`src/hdl/loader_pkg.sv`:
```
// loader_pkg: shared constants of the serial download packet handler.
// assumes one 250 MHz core clock and a byte-wide uart outside the block.
// Operation
// - packet opens with bytes 07h then 0Eh
// - count byte covers payload, legal 1 to 25
// - first payload byte is one of eleven commands
// - erase packets carry only the command byte
// - checksum makes count, payload, checksum sum zero
// - answer each packet with ack 06h or nak 07h; a served page read sends only its 256 bytes and checksum, no ack
// - checksum mismatch gets a nak
// - failed read-back after write gets a nak
// - programming an unerased space gets a nak
// - A erases program and data, C program only
// - link runs 9600 baud, 8 bits, no parity
// - program packet has 3-byte address, then increments
// - page read returns 256 bytes plus checksum
package loader_pkg;
  // framing bytes
  localparam logic [7:0] START_FIRST  = 8'h07;
  localparam logic [7:0] START_SECOND = 8'h0E;
  localparam logic [7:0] MAX_COUNT    = 8'h19;   // 25 payload bytes
  // answers
  localparam logic [7:0] RESP_ACK     = 8'h06;
  localparam logic [7:0] RESP_NAK     = 8'h07;
  // command codes
  localparam logic [7:0] CMD_ERASE_PROG = 8'h43; // C
  localparam logic [7:0] CMD_ERASE_ALL  = 8'h41; // A
  localparam logic [7:0] CMD_PROG_CODE  = 8'h57; // W
  localparam logic [7:0] CMD_READ_PAGE  = 8'h56; // V
  localparam logic [7:0] CMD_PAGE_LOAD  = 8'h51; // Q
  localparam logic [7:0] CMD_PROG_DATA  = 8'h45; // E
  localparam logic [7:0] CMD_SECURITY   = 8'h53; // S
  localparam logic [7:0] CMD_BAUD       = 8'h42; // B
  localparam logic [7:0] CMD_RUN_USER   = 8'h55; // U
  localparam logic [7:0] CMD_ERASE_TIME = 8'h54; // T
  localparam logic [7:0] CMD_BOOT_EN    = 8'h46; // F
  // payload layout
  localparam logic [4:0] ADDR_BYTES_END = 5'h04; // first data byte index
  localparam logic [4:0] PAGE_CMD_COUNT = 5'h02;
  localparam logic [7:0] PAGE_LAST      = 8'hFF; // 256 bytes per page
  // link timing
  localparam int         CLK_HZ    = 250_000_000;
  localparam int         BAUD_RATE = 9600;
  localparam logic [15:0] BAUD_DIV = 16'(CLK_HZ / BAUD_RATE);
  localparam int         DATA_BITS = 8;
  localparam logic       PARITY_ON = 1'b0;
endpackage

```
`src/hdl/byte_fifo.sv`:
```
// byte_fifo: small valid/ready buffer for answer bytes.
// assumes both sides on core_clk; depth of two covers one stall.
`timescale 1ns/1ps
`default_nettype none
module byte_fifo #(
  parameter int WIDTH = 8,
  parameter int DEPTH = 2,
  parameter int PW    = 1
) (
  input  wire logic             core_clk,
  input  wire logic             srst,
  input  wire logic             in_valid,
  output logic                  in_ready,
  input  wire logic [WIDTH-1:0] in_data,
  output logic                  out_valid,
  input  wire logic             out_ready,
  output logic      [WIDTH-1:0] out_data
);
  // whole state in one struct
  typedef struct packed {
    logic [DEPTH-1:0][WIDTH-1:0] slot;  // entries
    logic [PW-1:0]               wp;    // write pointer
    logic [PW-1:0]               rp;    // read pointer
    logic [PW:0]                 used;  // occupancy
  } fifo_s;

  fifo_s f_ff;
  fifo_s nxt_f;
  logic  push;
  logic  pop;

  // honest flags straight from occupancy
  assign in_ready  = (f_ff.used != (PW+1)'(DEPTH));
  assign out_valid = (f_ff.used != '0);
  assign out_data  = f_ff.slot[f_ff.rp];
  assign push      = in_valid && in_ready;
  assign pop       = out_valid && out_ready;

  // pointer wrap and occupancy update
  always_comb begin
    nxt_f = f_ff;
    if (push) begin
      nxt_f.slot[f_ff.wp] = in_data;
      nxt_f.wp = (f_ff.wp == PW'(DEPTH-1)) ? '0 : PW'(f_ff.wp + 1'b1);
    end
    if (pop) begin
      nxt_f.rp = (f_ff.rp == PW'(DEPTH-1)) ? '0 : PW'(f_ff.rp + 1'b1);
    end
    if (push && !pop) begin
      nxt_f.used = (PW+1)'(f_ff.used + 1'b1);
    end else if (pop && !push) begin
      nxt_f.used = (PW+1)'(f_ff.used - 1'b1);
    end
  end

  // state register
  always_ff @(posedge core_clk) begin
    if (srst) begin
      f_ff <= '0;
    end else begin
      f_ff <= nxt_f;
    end
  end
endmodule
`default_nettype wire

```
`src/hdl/loader_packet.sv`:
```
// loader_packet: packet parser and command executor of the download loader.
// assumes a uart on core_clk hands received bytes over rx_valid/rx_ready and
// takes answer bytes from tx_valid/tx_ready; memory sits behind mem_req/mem_ack.
`timescale 1ns/1ps
`default_nettype none
module loader_packet #(
  parameter int TX_DEPTH = 2
) (
  input  wire logic        core_clk,
  input  wire logic        srst,
  input  wire logic        rx_valid,
  output logic             rx_ready,
  input  wire logic [7:0]  rx_data,
  output logic             tx_valid,
  input  wire logic        tx_ready,
  output logic      [7:0]  tx_data,
  output logic             mem_req,
  output logic             mem_we,
  output logic             mem_space,
  output logic      [23:0] mem_addr,
  output logic      [7:0]  mem_wdata,
  input  wire logic        mem_ack,
  input  wire logic [7:0]  mem_rdata,
  output logic             erase_prog,
  output logic             erase_data,
  output logic             cmd_valid,
  output logic      [7:0]  cmd_code,
  output logic      [7:0]  cmd_arg,
  output logic      [15:0] baud_div
);
  // parser and executor states
  typedef enum logic [3:0] {
    HUNT, START2, COUNT, PAYLOAD, CSUM, EXEC, WR_FETCH, WR_GO,
    WR_WAIT, RB_WAIT, RD_REQ, RD_PUSH, SEND_CS, RESPOND
  } st_e;

  // whole state in one struct
  typedef struct packed {
    st_e         st;       // current state
    logic [4:0]  cnt;      // payload length
    logic [4:0]  idx;      // payload index
    logic [7:0]  sum;      // running checksum
    logic [7:0]  cmd;      // command byte
    logic [23:0] addr;     // memory address
    logic        er_prog;  // program space erased this session
    logic        er_data;  // data space erased this session
    logic [7:0]  resp;     // pending answer byte
    logic        req;      // memory request
    logic        we;       // memory write
    logic [7:0]  wdata;    // byte written or read
    logic [7:0]  nread;    // page bytes sent
    logic        ev;       // pass-through command strobe
    logic        e_prog;   // erase strobes
    logic        e_data;
  } st_s;
  st_s s_ff;
  st_s nxt_s;
  logic       ram_we;      // payload store write
  logic [7:0] ram_rdata;   // payload byte at idx
  logic       push_valid;  // answer byte offered
  logic       push_ready;  // answer buffer has room
  logic [7:0] push_data;   // answer byte
  logic       rx_take;     // byte consumed this cycle

  // true when the space addressed by cmd is erased
  function automatic logic space_ok(input logic [7:0] c, input logic ep, input logic ed);
    space_ok = (c == loader_pkg::CMD_PROG_DATA) ? ed : ep;
  endfunction
  payload_ram #(.WIDTH(8), .DEPTH(32), .AW(5)) u_ram (
    .core_clk (core_clk),
    .srst     (srst),
    .wr_en    (ram_we),
    .wr_addr  (s_ff.idx),
    .wr_data  (rx_data),
    .rd_addr  (s_ff.idx),
    .rd_data  (ram_rdata)
  );

  // answer path; a stalled uart backs up into the executor
  byte_fifo #(.WIDTH(8), .DEPTH(TX_DEPTH), .PW(1)) u_txq (
    .core_clk  (core_clk),
    .srst      (srst),
    .in_valid  (push_valid),
    .in_ready  (push_ready),
    .in_data   (push_data),
    .out_valid (tx_valid),
    .out_ready (tx_ready),
    .out_data  (tx_data)
  );
  // receive only while parsing
  assign rx_ready = (s_ff.st inside {HUNT, START2, COUNT, PAYLOAD, CSUM});
  assign rx_take  = rx_valid && rx_ready;

  // parser, executor and answer sequencing
  always_comb begin
    nxt_s      = s_ff;
    nxt_s.ev     = 1'b0;
    nxt_s.e_prog = 1'b0;
    nxt_s.e_data = 1'b0;
    ram_we     = 1'b0;
    push_valid = 1'b0;
    push_data  = s_ff.resp;
    unique case (s_ff.st)
      HUNT: begin
        if (rx_take && rx_data == loader_pkg::START_FIRST) begin
          nxt_s.st = START2;
        end                   // anything else dropped
      end
      START2: begin
        if (rx_take) begin
          if (rx_data == loader_pkg::START_SECOND) begin
            nxt_s.st = COUNT;
          end else if (rx_data != loader_pkg::START_FIRST) begin
            nxt_s.st = HUNT;
          end
        end
      end
      COUNT: begin
        if (rx_take) begin
          nxt_s.sum  = rx_data;
          nxt_s.addr = '0;
          nxt_s.idx  = '0;
          if (rx_data == 8'h00 || rx_data > loader_pkg::MAX_COUNT) begin
            nxt_s.resp = loader_pkg::RESP_NAK;
            nxt_s.st   = RESPOND;
          end else begin
            nxt_s.cnt = rx_data[4:0];
            nxt_s.st  = PAYLOAD;
          end
        end
      end
      PAYLOAD: begin
        if (rx_take) begin
          ram_we    = 1'b1;
          nxt_s.sum = 8'(s_ff.sum + rx_data);
          if (s_ff.idx == 5'h00) begin
            nxt_s.cmd = rx_data;
          end else if (s_ff.idx < loader_pkg::ADDR_BYTES_END) begin
            nxt_s.addr = {s_ff.addr[15:0], rx_data};
          end
          nxt_s.idx = 5'(s_ff.idx + 5'h01);
          if (s_ff.idx == 5'(s_ff.cnt - 5'h01)) begin
            nxt_s.st = CSUM;
          end
        end
      end
      CSUM: begin
        if (rx_take) begin
          if (8'(s_ff.sum + rx_data) != 8'h00) begin
            nxt_s.resp = loader_pkg::RESP_NAK;
            nxt_s.st   = RESPOND;
          end else begin
            nxt_s.st = EXEC;
          end
        end
      end
      EXEC: begin
        nxt_s.resp = loader_pkg::RESP_NAK;  // default refusal
        nxt_s.st   = RESPOND;
        unique case (s_ff.cmd)
          loader_pkg::CMD_ERASE_ALL, loader_pkg::CMD_ERASE_PROG: begin
            if (s_ff.cnt == 5'h01) begin
              nxt_s.e_prog  = 1'b1;
              nxt_s.er_prog = 1'b1;
              if (s_ff.cmd == loader_pkg::CMD_ERASE_ALL) begin
                nxt_s.e_data  = 1'b1;
                nxt_s.er_data = 1'b1;
              end
              nxt_s.resp = loader_pkg::RESP_ACK;
            end
          end
          loader_pkg::CMD_PROG_CODE, loader_pkg::CMD_PROG_DATA: begin
            // unerased space or short header is refused
            if (space_ok(s_ff.cmd, s_ff.er_prog, s_ff.er_data) &&
                s_ff.cnt >= loader_pkg::ADDR_BYTES_END) begin
              if (s_ff.cnt == loader_pkg::ADDR_BYTES_END) begin
                nxt_s.resp = loader_pkg::RESP_ACK;  // nothing to write
              end else begin
                nxt_s.idx = loader_pkg::ADDR_BYTES_END;
                nxt_s.st  = WR_FETCH;
              end
            end
          end
          loader_pkg::CMD_READ_PAGE: begin
            // readback only of code erased in this session
            if (s_ff.er_prog && s_ff.cnt == loader_pkg::PAGE_CMD_COUNT) begin
              nxt_s.addr  = {8'h00, s_ff.addr[7:0], 8'h00};
              nxt_s.sum   = 8'h00;
              nxt_s.nread = 8'h00;
              nxt_s.req   = 1'b1;
              nxt_s.we    = 1'b0;
              nxt_s.st    = RD_REQ;
            end
          end
          loader_pkg::CMD_PAGE_LOAD: begin
            // a 256-byte page cannot fit a 25-byte packet: not supported
            nxt_s.resp = loader_pkg::RESP_NAK;
          end
          loader_pkg::CMD_SECURITY, loader_pkg::CMD_BAUD, loader_pkg::CMD_RUN_USER,
          loader_pkg::CMD_ERASE_TIME, loader_pkg::CMD_BOOT_EN: begin
            nxt_s.ev   = 1'b1;  // handed to the system logic
            nxt_s.resp = loader_pkg::RESP_ACK;
          end
          default: begin
            nxt_s.resp = loader_pkg::RESP_NAK;
          end
        endcase
      end
      WR_FETCH: begin
        nxt_s.st = WR_GO;  // ram read data lands next cycle
      end
      WR_GO: begin
        nxt_s.wdata = ram_rdata;
        nxt_s.req   = 1'b1;
        nxt_s.we    = 1'b1;
        nxt_s.st    = WR_WAIT;
      end
      WR_WAIT: begin
        if (mem_ack) begin
          nxt_s.we = 1'b0;  // request stays up for the read-back
          nxt_s.st = RB_WAIT;
        end
      end
      RB_WAIT: begin
        if (mem_ack) begin
          nxt_s.req = 1'b0;
          if (mem_rdata != s_ff.wdata) begin
            nxt_s.resp = loader_pkg::RESP_NAK;
            nxt_s.st   = RESPOND;
          end else if (s_ff.idx == 5'(s_ff.cnt - 5'h01)) begin
            nxt_s.resp = loader_pkg::RESP_ACK;
            nxt_s.st   = RESPOND;
          end else begin
            nxt_s.addr = 24'(s_ff.addr + 24'h000001);
            nxt_s.idx  = 5'(s_ff.idx + 5'h01);
            nxt_s.st   = WR_FETCH;
          end
        end
      end
      RD_REQ: begin
        if (mem_ack) begin
          nxt_s.wdata = mem_rdata;
          nxt_s.req   = 1'b0;
          nxt_s.st    = RD_PUSH;
        end
      end
      RD_PUSH: begin
        push_valid = 1'b1;
        push_data  = s_ff.wdata;
        if (push_ready) begin
          nxt_s.sum   = 8'(s_ff.sum + s_ff.wdata);
          nxt_s.addr  = 24'(s_ff.addr + 24'h000001);
          nxt_s.nread = 8'(s_ff.nread + 8'h01);
          if (s_ff.nread == loader_pkg::PAGE_LAST) begin
            nxt_s.st = SEND_CS;
          end else begin
            nxt_s.req = 1'b1;
            nxt_s.st  = RD_REQ;
          end
        end
      end
      SEND_CS: begin
        push_valid = 1'b1;
        push_data  = 8'(8'h00 - s_ff.sum);
        if (push_ready) begin
          nxt_s.st = HUNT;
        end
      end
      RESPOND: begin
        push_valid = 1'b1;
        if (push_ready) begin
          nxt_s.st = HUNT;
        end
      end
    endcase
  end

  // state register; erase flags clear only at reset
  always_ff @(posedge core_clk) begin
    if (srst) begin
      s_ff    <= '0;  // all-zero is the hunt state
    end else begin
      s_ff <= nxt_s;
    end
  end

  // outputs straight from flops except mem_space, decoded from cmd, and the constant baud_div
  assign mem_req    = s_ff.req;
  assign mem_we     = s_ff.we;
  assign mem_space  = (s_ff.cmd == loader_pkg::CMD_PROG_DATA);
  assign mem_addr   = s_ff.addr;
  assign mem_wdata  = s_ff.wdata;
  assign erase_prog = s_ff.e_prog;
  assign erase_data = s_ff.e_data;
  assign cmd_valid  = s_ff.ev;
  assign cmd_code   = s_ff.cmd;
  assign cmd_arg    = s_ff.addr[7:0];
  assign baud_div   = loader_pkg::BAUD_DIV;  // uart setting, 8N1
endmodule
`default_nettype wire

```
`src/hdl/payload_ram.sv`:
```
// payload_ram: small store for the payload bytes of one packet.
// assumes a single writer and a registered read port on core_clk.
`timescale 1ns/1ps
`default_nettype none
module payload_ram #(
  parameter int WIDTH = 8,
  parameter int DEPTH = 32,
  parameter int AW    = 5
) (
  input  wire logic             core_clk,
  input  wire logic             srst,
  input  wire logic             wr_en,
  input  wire logic [AW-1:0]    wr_addr,
  input  wire logic [WIDTH-1:0] wr_data,
  input  wire logic [AW-1:0]    rd_addr,
  output logic      [WIDTH-1:0] rd_data
);
  // whole state in one struct
  typedef struct packed {
    logic [DEPTH-1:0][WIDTH-1:0] mem;   // storage
    logic [WIDTH-1:0]            rd;    // registered read data
  } ram_s;

  ram_s ram_ff;
  ram_s nxt_ram;

  // write and read next state
  always_comb begin
    nxt_ram = ram_ff;
    if (wr_en) begin
      nxt_ram.mem[wr_addr] = wr_data;
    end
    nxt_ram.rd = ram_ff.mem[rd_addr];  // old data on same-address write
  end

  // clear on reset so no x reaches the checker
  always_ff @(posedge core_clk) begin
    if (srst) begin
      ram_ff <= '0;
    end else begin
      ram_ff <= nxt_ram;
    end
  end

  assign rd_data = ram_ff.rd;
endmodule
`default_nettype wire
```
`config.mk`:
```
export PLATFORM = sky130hd
export DESIGN_NAME = loader_packet
export DESIGN_NICKNAME = d
export VERILOG_FILES = /design/src/hdl/loader_pkg.sv /design/src/hdl/byte_fifo.sv /design/src/hdl/loader_packet.sv /design/src/hdl/payload_ram.sv
export SDC_FILE = /design/constraint.sdc
export NUM_CORES = 1
export LEC_CHECK = 0
export ABC_AREA = 0
export BUFFER_PORTS_ARGS = -buffer_cell sky130_fd_sc_hd__buf_2
export CAP_MARGIN = 20
export CORE_MARGIN = 2
export CORE_UTILIZATION = 66
export DETAILED_ROUTE_END_ITERATION = 12
export PLACE_DENSITY = 0.93
export SYNTH_ARGS = -nofsm -noshare
export SYNTH_HDL_FRONTEND = slang
export SYNTH_SLANG_ARGS = --single-unit
```
`constraint.sdc`:
```
create_clock -name core_clk -period 7.2 [get_ports core_clk]
set_clock_uncertainty 0.05 [all_clocks]
set_input_delay 1.08 -clock core_clk [delete_from_list [all_inputs] [get_ports core_clk]]
set_output_delay 1.08 -clock core_clk [all_outputs]
set_load 0.01 [all_outputs]
```
==> out/metrics.cfg, run 1 <==
[logic_synthesis]
yosysUniqueCellTypes = 85
synth_area_um2 = 18400
synth-edff-count = 0
synthFlopType = dfxtp_1
synth_seq_cells = 363
synthArstFlopShare = 0
yosys_warnings = 0
yosys-top-cells-area = dfxtp_1, nand2_1, mux4_2
synth.largest_area_cell = dfxtp_1
synthCells = 2133
yosysSeqAreaShare = 0.395
yosys.area.top_type_share = 0.395
synth_area_per_cell_um2 = 8.63

[floorplanning]
ioPinCount = 101
die_w_um = 171
dieArea_um2 = 29200
rows = 61
fp.dieH_um = 171
start_util = 0.666
coreArea_um2 = 27600

[power_and_ir_drop]
powerDensity_nw_per_um2 = 258
worst_ir_drop_vdd_v = 0.000259
p_leak_uw = 0.00730

[place]
preCtsSetupSlack_ns = 3.36
dpl_cell_area_um2 = 18400
hpwl_mm = 31.6
port-buffer-count = 84
place_congestion = 0.959

[global_route]
grt_pass1_wl_mm = 80.8
grt_overflow = 0
grt_pass1_vias = 15700
grtUsageTotal = 0.344
grt_max_degree = 194
antenna_found_initial = 0

[detailed_routing]
num_vias = 16400
dr.pass1.iters = 7
wl_per_cell_um = 20.7
drc = 0
viasPerCell = 6.65
wl_mm = 51.2
drtIter0Drc = 2469
ant_nets = 0

[sta]
whs_ns = 0.402
period_minus_slack_ns = 3.80
fin_setup_tns_ns = 0
slew_viol_final = 0
rsz0062_at_grt = false
setup_slack_ns = 3.40
worstMarginPinSlew_ns = 1.05
setup_viol = 0
finalHoldViolCount = 0
slew_headroom = 0.300
fmax_ghz = 0.263
finalCritPeriodShare = 0.528

[setup_path]
crit_slowest_cell = dfxtp_1
crit_path_end_kind = flop
worst_path_largest_cell_delay_ns = 0.88
cp_max_fo = 54
start_kind = flop
path_class = flop to flop
cp_num_buf_inv = 1
crit_top_cell = nand2_1
r2r_slack_ns = 3.40
crit_family = simple AND/OR/NAND/NOR gates
required_ns = 7.61
cp.arrival_ns = 4.21
crit_chain = nor2b_1 -> and3_2 -> buf_4 -> nand2_1 -> nor2_1 -> nand2_1 -> a21oi_1

[clock_network]
cts_buffer_depth = 3
cts_setup_buffers = 0
cts_tree = built
clk-insertion-delay-late_ns = 0.54
cts-resized-gates = 0
clockRootBuffer = clkbuf_16
htree_levels = 2
clkTransAtPathRegs_ns = 0.06
clkSinkCount = 363
cts_inserted_buffers = 37
hold_buffers = 0

[hold_path]
hp-class = flop to flop

[final_layout]
fin_util = 0.709
final_cell_mix = nand2_1, dfxtp_1, a21oi_1
n_antenna_cell = 0
syn_to_final_growth_pct = 6.40
stdcell_area_um2 = 19600
fill_cells = 1988
layout-drive-gt1-share = 0.125
mostFrequentLayoutCell = nand2_1
nNetsFinal = 2115

[run_status]
outcome = finished, final reports clean

[run]
maxCapViolCount = 0

==> state kept, by name, summed over array words and instances (netlist names) <==
name and flops:
mem_wdata 8, s_ff 34, mem_we 1, mem_addr 24, cmd_code 8, u_ram.rd_data 8, u_txq.f_ff 20, erase_prog 1
erase_data 1, u_ram.ram_ff 256, mem_req 1, cmd_valid 1
==> Yosys cell counts (17+ instances only) <==
master      n
dfxtp_1   363
buf_2      32
buf_4      65
nor2_1    205
a211oi_1   51
a22oi_1    42
mux4_2     64
xnor2_1    27
ha_1       25
nand3_1    56
xor2_1     22
mux2i_1   105
o21ai_0    30
nor3_1     25
mux2_2     17
a21oi_1   227
nand2_1   414
clkbuf_1  111
==> worst paths after layout <==
| kind | from | end | depth (start not counted) |
|---|---|---|---|
| max | s_ff[81]$_SDFFE_PP0P_ | u_ram.ram_ff[129]$_SDFFE_PP0P_ | 7 |
| min | u_ram.ram_ff[148]$_SDFFE_PP0P_ | u_ram.ram_ff[148]$_SDFFE_PP0P_ | 2 |
| max reg2reg | s_ff[81]$_SDFFE_PP0P_ | u_ram.ram_ff[129]$_SDFFE_PP0P_ | 7 |
| min reg2reg | u_ram.ram_ff[148]$_SDFFE_PP0P_ | u_ram.ram_ff[148]$_SDFFE_PP0P_ | 2 |
==> report_power, final <==
part | internal (uW) | switching, uW | total, uW
sequential | 2090 | 156 | 2240
combinational | 337 | 543 | 880
clock | 1130 | 799 | 1920
total | 3550 | 1500 | 5050
==> stage by stage <==
step / cells / power [uW]
global placement: 2404 / 3110
global route: 2469 / 5230
finish: 2469 / 5050
floorplan: 2147 / 2980
CTS: 2467 / 5030
detailed placement: 2404 / 3140
==> final cells by class <==
class | instances | area, um2 | share of cell area
Clock inverter | 12 | 175 | 0.00895
Clock buffer | 51 | 1010 | 0.0515
Sequential cell | 363 | 7270 | 0.371
Multi-Input combinational cell | 1549 | 10000 | 0.512
Tap cell | 378 | 473 | 0.0242
Timing Repair Buffer | 98 | 561 | 0.0286
Inverter | 18 | 67.6 | 0.00345
==> tightest hold or removal path, delay by kind of cell (launching register included) <==
family,cells,cell delay [ns]
AND/OR/NAND/NOR,1,0.05
AO/OA/AOI/OAI,1,0.05
flip-flops,1,0.30
==> per-layer routing <==
metal	share of wire	global-route usage	routed length (um)	up-vias
met4	0.053	0.200	2730	0
met1	0.37	0.427	18900	7702
met5	0	0	0	-
li1	-	-	-	7331
met3	0.099	0.0581	5090	253
met2	0.48	0.566	24500	1123
==> cell families after synthesis <==
family / after synthesis / synth area share
AOI/OAI and AO/OA: 449 / 0.154
xor gates and xnor gates: 49 / 0.0233
adders and majority gates: 27 / 0.0192
buffers and inverters: 235 / 0.0634
DFF: 363 / 0.395
muxes: 187 / 0.146
other: 2 / 0.000408
and+or+nand+nor: 821 / 0.198
Power figures use the tool's default switching activity.
==> inputs of run 2 (changes only) <==
--- a/config.mk
+++ b/config.mk
@@ -9,9 +9,9 @@
 export BUFFER_PORTS_ARGS = -buffer_cell sky130_fd_sc_hd__buf_2
 export CAP_MARGIN = 20
 export CORE_MARGIN = 2
-export CORE_UTILIZATION = 66
+export CORE_UTILIZATION = 62
 export DETAILED_ROUTE_END_ITERATION = 12
-export PLACE_DENSITY = 0.93
+export PLACE_DENSITY = 0.89
 export SYNTH_ARGS = -nofsm -noshare
 export SYNTH_HDL_FRONTEND = slang
 export SYNTH_SLANG_ARGS = --single-unit
==> constraint.sdc (replaced) <==
create_clock -name core_clk -period 3.63 [get_ports core_clk]
set_clock_uncertainty 0.05 [all_clocks]
set_input_delay 0.5445 -clock core_clk [delete_from_list [all_inputs] [get_ports core_clk]]
set_output_delay 0.5445 -clock core_clk [all_outputs]
set_load 0.01 [all_outputs]
==> out/metrics.cfg, run 2 (synthesis results as in run 1) <==
[run_status]
outcome = finished, final reports clean

[clock_network]
clk-insertion-delay-late_ns = 0.54  ; about the same
htree_levels = 2  ; unchanged
clkTransAtPathRegs_ns = 0.06  ; about the same
clkSinkCount = 363  ; unchanged
cts_inserted_buffers = 38  ; +2.7%
cts_setup_buffers = 0  ; unchanged
hold_buffers = 0  ; unchanged
cts-resized-gates = 0  ; unchanged
clockRootBuffer = clkbuf_16
cts_tree = built
cts_buffer_depth = 3  ; unchanged

[final_layout]
final_cell_mix = nand2_1, dfxtp_1, a21oi_1
largest-register = u_ram.ram_ff
fill_cells = 2086  ; +4.9%
syn_to_final_growth_pct = 7.73
regArea_um2 = 7270  ; unchanged
layout-drive-gt1-share = 0.141  ; +0.0164
mostFrequentLayoutCell = nand2_1
multi_input_area_um2 = 10000  ; unchanged
largest_reg_flops = 256  ; unchanged
n_antenna_cell = 0  ; unchanged
nNetsFinal = 2149  ; +1.6%

[sta]
rsz0062_at_grt = false
finalHoldViolCount = 0  ; unchanged
fmax_ghz = 0.340  ; +29%
slew_viol_final = 0  ; unchanged
worstMarginPinSlew_ns = 0.962  ; -0.0878 ns
period_minus_slack_ns = 2.94  ; -0.861 ns
slew_headroom = 0.359  ; +0.0585
whs_ns = 0.347  ; -0.0555 ns
setup_viol = 0  ; unchanged
fin_setup_tns_ns = 0  ; unchanged
finalCritPeriodShare = 0.811  ; +0.282

[place]
place_congestion = 1.00  ; +4.6%
port-buffer-count = 84  ; unchanged
hpwl_mm = 33.5  ; +6.0%

[setup_path]
crit_chain = xor2_1 -> a211oi_1 -> o311a_1 -> o21a_1 -> nor2_1 -> buf_4 -> a211oi_1
start_kind = flop
crit_slowest_cell = dfxtp_1
cp_num_buf_inv = 1  ; unchanged
cp_max_fo = 22  ; -59%
required_ns = 4.01  ; -3.60 ns
crit_top_cell = a211oi_1
path_class = flop to flop
crit_path_end_kind = flop
r2r_slack_ns = 0.69  ; -2.71 ns
cp.arrival_ns = 3.33  ; -0.88 ns
worst_path_largest_cell_delay_ns = 0.78  ; -0.10 ns
crit_family = compound AO/OA/AOI/OAI gates

[power_and_ir_drop]
power.total_uw = 10000  ; +99%
worst_ir_drop_vdd_v = 0.000268  ; +3.7%
p_leak_uw = 0.00749  ; +2.5%
powerDensity_nw_per_um2 = 506  ; +96%

[detailed_routing]
num_vias = 16900  ; +2.9%
wl_per_cell_um = 21.1  ; +2.1%
wl_met1_mm = 19.7  ; +4.5%
dr.pass1.iters = 8  ; +1
ant_nets = 0  ; unchanged
drc = 0  ; unchanged
dr_wl_met2_mm = 24.6  ; +0.58%
wl_mm = 53.2  ; +4.0%
drtIter0Drc = 2602  ; +5.4%
dr.max_layer_used = met4
viasPerCell = 6.71  ; +0.98%
wl_met3_mm = 5.80  ; +14%

[floorplanning]
ioPinCount = 101  ; unchanged
start_util = 0.626  ; -0.0402
dieArea_um2 = 31100  ; +6.3%
rows = 63  ; +3.3%
coreArea_um2 = 29400  ; +6.4%
fp.dieH_um = 176  ; +3.1%
die_w_um = 176  ; +3.1%

[global_route]
grt_pass1_vias = 16100  ; +3.0%
grtUsageTotal = 0.337  ; -0.00656
grt_overflow = 0  ; unchanged
grt_pass1_wl_mm = 84.6  ; +4.7%
grt_max_degree = 175  ; -9.8%
antenna_found_initial = 1  ; +1

[hold_path]
hp-class = primary input to flop

[run]
maxCapViolCount = 0  ; unchanged

[run 2: where the power goes]
part / internal [uW] / leakage (uW) / switching [uW] / total, uW
Sequential: 4140 / 0.00293 / 282 / 4430
Clock: 2140 / 0.000591 / 1610 / 3750
Combinational: 708 / 0.00397 / 1140 / 1850
[run 2: worst paths after layout]
| path | startpoint | to | cells after the start |
|---|---|---|---|
| worst max-delay path | s_ff[75]$_SDFFE_PP0P_ | mem_addr[20]$_SDFFE_PP0P_ | 7 |
| worst min-delay path | mem_rdata[3] | mem_wdata[3]$_SDFFE_PP0P_ | 3 |
| worst max register to register | s_ff[75]$_SDFFE_PP0P_ | mem_addr[20]$_SDFFE_PP0P_ | 7 |
| worst min register to register | u_ram.ram_ff[91]$_SDFFE_PP0P_ | u_ram.ram_ff[91]$_SDFFE_PP0P_ | 2 |
[run 2: worst min-delay path: stages]
cell      delay [ns]
buf_2           0.12
mux2i_1         0.13
a211oi_1        0.08
[run 2: layout make-up]
type / count / area share
clock buffer: 51 / 0.0540
clock inverter: 13 / 0.00549
inverter: 18 / 0.00341
multi-input combinational: 1549 / 0.506
sequential: 363 / 0.367
tap: 390 / 0.0246
timing repair buffer: 131 / 0.0401
[run 2: stage by stage]
stage	cell area [um2]	util	setup slack (ns)	instances
after floorplan	18500	-	0.854	2147
after global placement	18600	0.634	0.866	2451
after detailed placement	18600	0.634	0.727	2451
after CTS	19800	0.674	0.769	2515
after global routing	19800	0.674	0.494	2515
final	19800	0.674	0.687	2515
[run 2: metal layers]
metal  global-route usage  vias up
li1                     -     7405
met1                0.433     7985
met2                0.544     1209
met3               0.0607      279
met4                0.179        0
met5                    0        -
